## src/common/alr_pkg.sv

```systemverilog
// Purpose: Constants and types for the add-literal and add-register slice
// Assumes: One core clock, four clock edges form one instruction cycle
// Notes:
package alr_pkg;

    localparam logic [7:0] ADD_IMM_OPCODE = 8'h0F;
    localparam logic [5:0] ADD_REG_OPCODE = 6'h09;
    localparam int DEST_BIT_POS = 9;
    localparam int ACCESS_BIT_POS = 8;
    localparam logic [7:0] ACCESS_SPLIT = 8'h60;
    localparam logic [7:0] INDEXED_LIMIT = 8'h5F;
    localparam logic [3:0] ACCESS_LOW_BANK = 4'h0;
    localparam logic [3:0] ACCESS_HIGH_BANK = 4'hF;
    localparam logic [7:0] ACC_RESET = 8'h00;
    localparam int PHASES_PER_CYCLE = 4;

    typedef enum logic [1:0] {
        PH_Q1 = 2'b00,
        PH_Q2 = 2'b01,
        PH_Q3 = 2'b10,
        PH_Q4 = 2'b11
    } alr_phase_t;

    typedef struct packed {
        logic neg;
        logic signed_wrap_flag;
        logic zero;
        logic half_carry_flag;
        logic carry;
    } alr_flags_t;

    localparam alr_flags_t FLAGS_RESET = '0;

    typedef struct packed {
        logic [11:0] addr;
        logic rd;
        logic we;
        logic [7:0] wdata;
    } alr_mem_req_t;

    typedef struct packed {
        alr_phase_t phase;
        logic busy;
        logic is_reg;
        logic dest_mem;
        logic [7:0] operand;
        logic [11:0] addr;
        logic [7:0] acc;
        alr_flags_t flags;
        logic mem_rd;
        logic mem_we;
        logic [7:0] sum;
    } alr_state_t;

endpackage

```

## src/hdl/alr_adder.sv

```systemverilog
// Purpose: 8-bit adder with status flag generation
// Assumes: Purely combinational, no carry in
// Notes: Flags computed from the full 9-bit and 5-bit partial sums
`timescale 1ns/1ps
module alr_adder
    import alr_pkg::*;
(
    input wire logic [7:0] a,
    input wire logic [7:0] b,
    output logic [7:0] sum,
    output alr_flags_t flags
);
    logic [8:0] full;
    logic [4:0] low;

    always_comb begin
        full = {1'b0, a} + {1'b0, b};
        low = {1'b0, a[3:0]} + {1'b0, b[3:0]};
        sum = full[7:0];
        flags.carry = full[8];
        flags.half_carry_flag = low[4];
        flags.neg = full[7];
        flags.zero = (full[7:0] == 8'h00);
        // Same-sign inputs giving an opposite-sign result
        flags.signed_wrap_flag = (a[7] == b[7]) && (full[7] != a[7]);
    end
endmodule

```

## src/hdl/alr_core.sv

```systemverilog
// Purpose: Execution slice for add-immediate and add-register instructions
// Assumes: Decode stage and data memory on SYS_CLK; memory read is
//          combinational within the operand-read phase
// Notes: Other opcodes are taken and retired as no-operations
`timescale 1ns/1ps
module alr_core
    import alr_pkg::*;
(
    input wire logic SYS_CLK,
    input wire logic RESETN,
    input wire logic [15:0] INSTR_WORD,
    input wire logic INSTR_VALID,
    output logic INSTR_READY,
    input wire logic EXT_ISA_EN,
    input wire logic [3:0] BANK_SELECT_POINTER,
    input wire logic [11:0] INDEX_BASE,
    input wire logic [7:0] MEM_RDATA,
    output alr_mem_req_t MEM_REQ,
    output logic [7:0] ACC_OUT,
    output alr_flags_t STATUS_FLAGS
);
    alr_state_t st_q;
    alr_state_t st_d;
    logic take;
    logic is_imm;
    logic is_reg;
    logic [7:0] lit;
    logic [11:0] res_addr;
    logic [7:0] alu_sum;
    alr_flags_t alu_flags;

    assign INSTR_READY = (st_q.phase == PH_Q1);
    assign take = INSTR_VALID && INSTR_READY;
    assign lit = INSTR_WORD[7:0];
    assign is_imm = (INSTR_WORD[15:8] == ADD_IMM_OPCODE);
    assign is_reg = (INSTR_WORD[15:10] == ADD_REG_OPCODE);

    // Address resolution covers all 256 offsets in banked mode and, with EXT_ISA_EN low, access mode; indexed mode only 0x00-0x5F
    always_comb begin
        if (INSTR_WORD[ACCESS_BIT_POS]) begin
            res_addr = {BANK_SELECT_POINTER, lit};
        end else if (EXT_ISA_EN && lit <= INDEXED_LIMIT) begin
            res_addr = 12'(INDEX_BASE + {4'h0, lit});
        end else if (lit < ACCESS_SPLIT) begin
            res_addr = {ACCESS_LOW_BANK, lit};
        end else begin
            res_addr = {ACCESS_HIGH_BANK, lit};
        end
    end

    alr_adder u_adder (
        .a(st_q.acc),
        .b(st_q.operand),
        .sum(alu_sum),
        .flags(alu_flags)
    );

    always_comb begin
        st_d = st_q;
        st_d.mem_we = 1'b0;
        case (st_q.phase)
            PH_Q1: begin
                st_d.phase = PH_Q2;
                st_d.busy = 1'b0;
                st_d.mem_rd = 1'b0;
                if (take && is_imm) begin
                    st_d.busy = 1'b1;
                    st_d.is_reg = 1'b0;
                    st_d.dest_mem = 1'b0;
                    st_d.operand = lit;
                end else if (take && is_reg) begin
                    st_d.busy = 1'b1;
                    st_d.is_reg = 1'b1;
                    st_d.dest_mem = INSTR_WORD[DEST_BIT_POS];
                    st_d.addr = res_addr;
                    st_d.mem_rd = 1'b1;
                end
            end
            PH_Q2: begin
                st_d.phase = PH_Q3;
                st_d.mem_rd = 1'b0;
                if (st_q.busy && st_q.is_reg) begin
                    st_d.operand = MEM_RDATA;
                end
            end
            PH_Q3: begin
                st_d.phase = PH_Q4;
                if (st_q.busy) begin
                    st_d.sum = alu_sum;
                    st_d.flags = alu_flags;
                    // Write lands in Q4 so the read in Q2 never sees it
                    if (st_q.dest_mem) begin
                        st_d.mem_we = 1'b1;
                    end else begin
                        st_d.acc = alu_sum;
                    end
                end
            end
            PH_Q4: begin
                st_d.phase = PH_Q1;
            end
            default: begin
                st_d.phase = PH_Q1;
            end
        endcase
    end

    always_ff @(posedge SYS_CLK or negedge RESETN) begin
        if (!RESETN) begin
            st_q <= '{phase: PH_Q1, acc: ACC_RESET, flags: FLAGS_RESET,
                      default: '0};
        end else begin
            st_q <= st_d;
        end
    end

    assign MEM_REQ.addr = st_q.addr;
    assign MEM_REQ.rd = st_q.mem_rd;
    assign MEM_REQ.we = st_q.mem_we;
    assign MEM_REQ.wdata = st_q.sum;
    assign ACC_OUT = st_q.acc;
    assign STATUS_FLAGS = st_q.flags;

    // Checks, all on SYS_CLK, disabled while RESETN is low
    logic [7:0] chk_a;
    assign chk_a = 8'(st_q.sum - st_q.operand);
endmodule

```

## config.mk

```make
export PLATFORM = sky130hd
export DESIGN_NAME = alr_core
export DESIGN_NICKNAME = d
export VERILOG_FILES = /design/src/common/alr_pkg.sv /design/src/hdl/alr_adder.sv /design/src/hdl/alr_core.sv
export SDC_FILE = /design/constraint.sdc
export NUM_CORES = 1
export LEC_CHECK = 0
export CAP_MARGIN = 20
export CORE_MARGIN = 8
export CORE_UTILIZATION = 55
export DETAILED_ROUTE_END_ITERATION = 10
export DONT_BUFFER_PORTS = 1
export PLACE_DENSITY = 0.76
export SLEW_MARGIN = 15
export SYNTH_ARGS = -nofsm -noshare
export SYNTH_HDL_FRONTEND = slang
export SYNTH_HIERARCHICAL = 1
export SYNTH_SLANG_ARGS = --single-unit
```

## constraint.sdc

```tcl
create_clock -name SYS_CLK -period 5.2 [get_ports SYS_CLK]
set_input_delay 0.52 -clock SYS_CLK [delete_from_list [all_inputs] [get_ports SYS_CLK]]
set_output_delay 0.52 -clock SYS_CLK [all_outputs]
set_load 0.02 [all_outputs]
```

==> impl_metrics.py <==
metrics = {
    "worst_setup_path": {
        "startpoint_type": "flop",
        "r2r_cells": 9,
        "cp_max_fo": 3,
        "r2r_end": "STATUS_FLAGS[2]$_DFFE_PN0P_",
        "cp-end-kind": "flop",
        "path_class": "reg2reg",
        "rr_startpoint": "ACC_OUT[0]$_DFFE_PN0P_",
        "required_ns": 5.43,
        "cp_data_arrival_time_ns": 2.75,
        "ff2ff_setup_slack_ns": 2.69,
    },
    "global_routing": {
        "track_usage_pct": 15.1,
        "overflow": 0,
        "grt_max_degree": 49,
        "grt_pass1_vias": 2106,
        "antenna_found_initial": 0,
        "grt_pass1_wl_um": 10400,
    },
    "sta": {
        "report.final.slew_viol_count": 0,
        "fin_setup_tns_ns": 0,
        "clock_skew_ns": 0.00478,
        "worstMarginPinSlew_ns": 0.609,
        "finalSetupViolations": 0,
        "final_hold_viol_count": 0,
        "post-route-period-util_pct": 48.4,
        "fmax_mhz": 398,
        "fin_crit_ns": 2.51,
        "rsz0062_at_grt": "no",
        "holdWs_ns": 0.0645,
        "relSlewSlack_pct": 59.4,
        "layout_setup_ws_ns": 2.69,
    },
    "clock_network": {
        "root_buffer": "clkbuf_8",
        "postCtsResizedCells": 0,
        "clock-sinks": 48,
        "htreeDepth": 2,
        "cts_tree": "done",
        "clk_latency_ns": 0.29,
        "post_cts_buffers": 0,
        "clk_pin_slew_ns": 0.08,
        "clk_path_buf_depth": 2,
        "ctsHoldBuffers": 1,
        "cts_buffers": 5,
    },
    "final_layout": {
        "seqCellArea_um2": 1200,
        "nets": 350,
        "layout_commonest_cell": "dfrtp_1",
        "fillers": 483,
        "diodes": 0,
        "final_util_pct": 55.6,
        "drive_gt1_share_pct": 16.4,
        "area_growth_pct": -3.24,
        "postLayoutCellArea_um2": 3100,
        "multi_input_area_um2": 1650,
        "mostFrequentLayoutCells": "dfrtp_1, nand2_1, mux2_2",
    },
    "synthesis": {
        "synth-xor-area-share_pct": 3.28,
        "yosysTopAreaCell": "dfrtp_1",
        "synthTopCellsByArea": "dfrtp_1, buf_4, ha_1",
        "synth_cells": 320,
        "synth_top_family_by_area": "compound AO/OA/AOI/OAI gates",
        "synthAdderAreaFrac_pct": 8.67,
        "synthArstFlopShare_pct": 100,
        "synthDistinctLibCells": 52,
        "seq_area_frac_synth_pct": 37.5,
        "ys_seq_elements": 48,
        "synthFlopType": "dfrtp_1",
        "syn-num-nets": 385,
        "synth.area.mux_share_pct": 11.1,
        "synth_top_area_share_pct": 37.5,
        "synth_edf_count": 0,
        "avgSynthCellArea_um2": 10.0,
        "synth_compound_area_share_pct": 14.8,
        "synthesis.area_um2": 3200,
        "synthSimpleGateAreaFrac_pct": 13.4,
        "yosysWarnings": 6,
    },
    "floorplanning": {
        "die_y_um": 92.3,
        "dieArea_um2": 8520,
        "row_count": 27,
        "ios": 80,
        "coreArea_um2": 5570,
        "die_w_um": 92.3,
        "start_util_pct": 57.5,
    },
    "status": {
        "status": "complete, no violations",
    },
    "routing": {
        "totalWireLength_um": 6290,
        "drc_errors": 0,
        "dr.pass1.iters": 4,
        "postRouteAntennaNets": 0,
        "wl_per_cell_um": 17.6,
        "vias": 2049,
        "drt-initial-drc-count": 77,
        "viasPerCell": 5.72,
    },
    "power": {
        "vdd_drop_max_mv": 0.126,
        "leakage_nw": 1.56,
        "power_density_nw_per_um2": 249,
    },
    "place": {
        "routabilityCongestion": 0.805,
        "dp_hpwl_um": 4930,
        "numPortBuffers": 0,
        "pre_cts_ws_ns": 2.72,
        "dpl_cell_area_um2": 2980,
    },
    "flow_run": {
        "maxCapViolations": 0,
    },
    "worst_hold_path": {
        "hold_path_class": "in2async",
    },
}
[registers in the layout (all words and copies together) (netlist names)]
name	cells
st_q	13
ACC_OUT	8
MEM_REQ	22
STATUS_FLAGS	5
[worst max path at each step]
stage / slack (ns) / endpoint / start
after floorplan: 2.99 / ACC_OUT[7]$_DFFE_PN0P_ / ACC_OUT[5]$_DFFE_PN0P_
after global placement: 2.82 / STATUS_FLAGS[2]$_DFFE_PN0P_ / ACC_OUT[5]$_DFFE_PN0P_
after detailed placement: 2.72 / STATUS_FLAGS[2]$_DFFE_PN0P_ / ACC_OUT[0]$_DFFE_PN0P_
after CTS: 2.71 / STATUS_FLAGS[2]$_DFFE_PN0P_ / ACC_OUT[0]$_DFFE_PN0P_
after global routing: 2.51 / STATUS_FLAGS[2]$_DFFE_PN0P_ / ACC_OUT[0]$_DFFE_PN0P_
final: 2.69 / STATUS_FLAGS[2]$_DFFE_PN0P_ / ACC_OUT[0]$_DFFE_PN0P_
[through the flow]
step                      power [mW]  std cells
after floorplan                0.544        320
after global placement         0.546        349
after detailed placement       0.550        349
after CTS                      0.785        358
after global routing           0.821        358
final                          0.773        358
[synthesized netlist by cell type (3+ instances only)]
cell      number
dfrtp_1       48
buf_4         37
nand2_1       24
mux2_2        21
ha_1          19
nor2_1        19
a21oi_1       18
o21ai_0       16
inv_1         12
mux2i_1       12
nand2b_1      12
xnor2_1        8
nor3_1         6
a21o_1         4
o21a_1         4
or2_2          4
xor2_1         4
a211oi_1       3
buf_2          3
nand3_1        3
[kinds of logic after synthesis]
group                    Yosys count
AND/OR/NAND/NOR                   82
AO/OA/AOI/OAI                     69
buffers and inverters             55
flip-flops                        48
multiplexers                      33
adder cells (fa/ha/maj)           21
XOR/XNOR                          12
[metal layers]
layer | up-vias | global-route usage (%) | wire length, µm
met5 | - | 0 | 0
met4 | 0 | 5.64 | 81
met3 | 5 | 4.84 | 527
met2 | 60 | 24.9 | 3050
met1 | 975 | 18.0 | 2630
li1 | 1009 | - | -
[final cells by class]
type | instances | area share (%)
Clock buffer | 8 | 2.91
Inverter | 12 | 1.45
Multi-Input combinational cell | 217 | 53.1
Sequential cell | 48 | 38.8
Tap cell | 72 | 2.91
Timing Repair Buffer | 1 | 0.888
[power by group]
part / leakage [nW] / switching (mW) / total, mW / internal, mW
sequential: 0.641 / 0.0288 / 0.418 / 0.390
clock: 0.0455 / 0.113 / 0.222 / 0.109
combinational: 0.875 / 0.0721 / 0.133 / 0.0611
total: 1.56 / 0.214 / 0.773 / 0.559
[worst max-delay path: stages, from the launching register on]
cell and delay (ns):
dfrtp_1 0.49, ha_1 0.25, inv_1 0.07, fa_1 0.40, nor2b_1 0.17, o21a_1 0.15
o21ai_0 0.11, a2111oi_0 0.39, nor4b_2 0.25, mux2_2 0.18
Power figures use the tool's default switching activity.
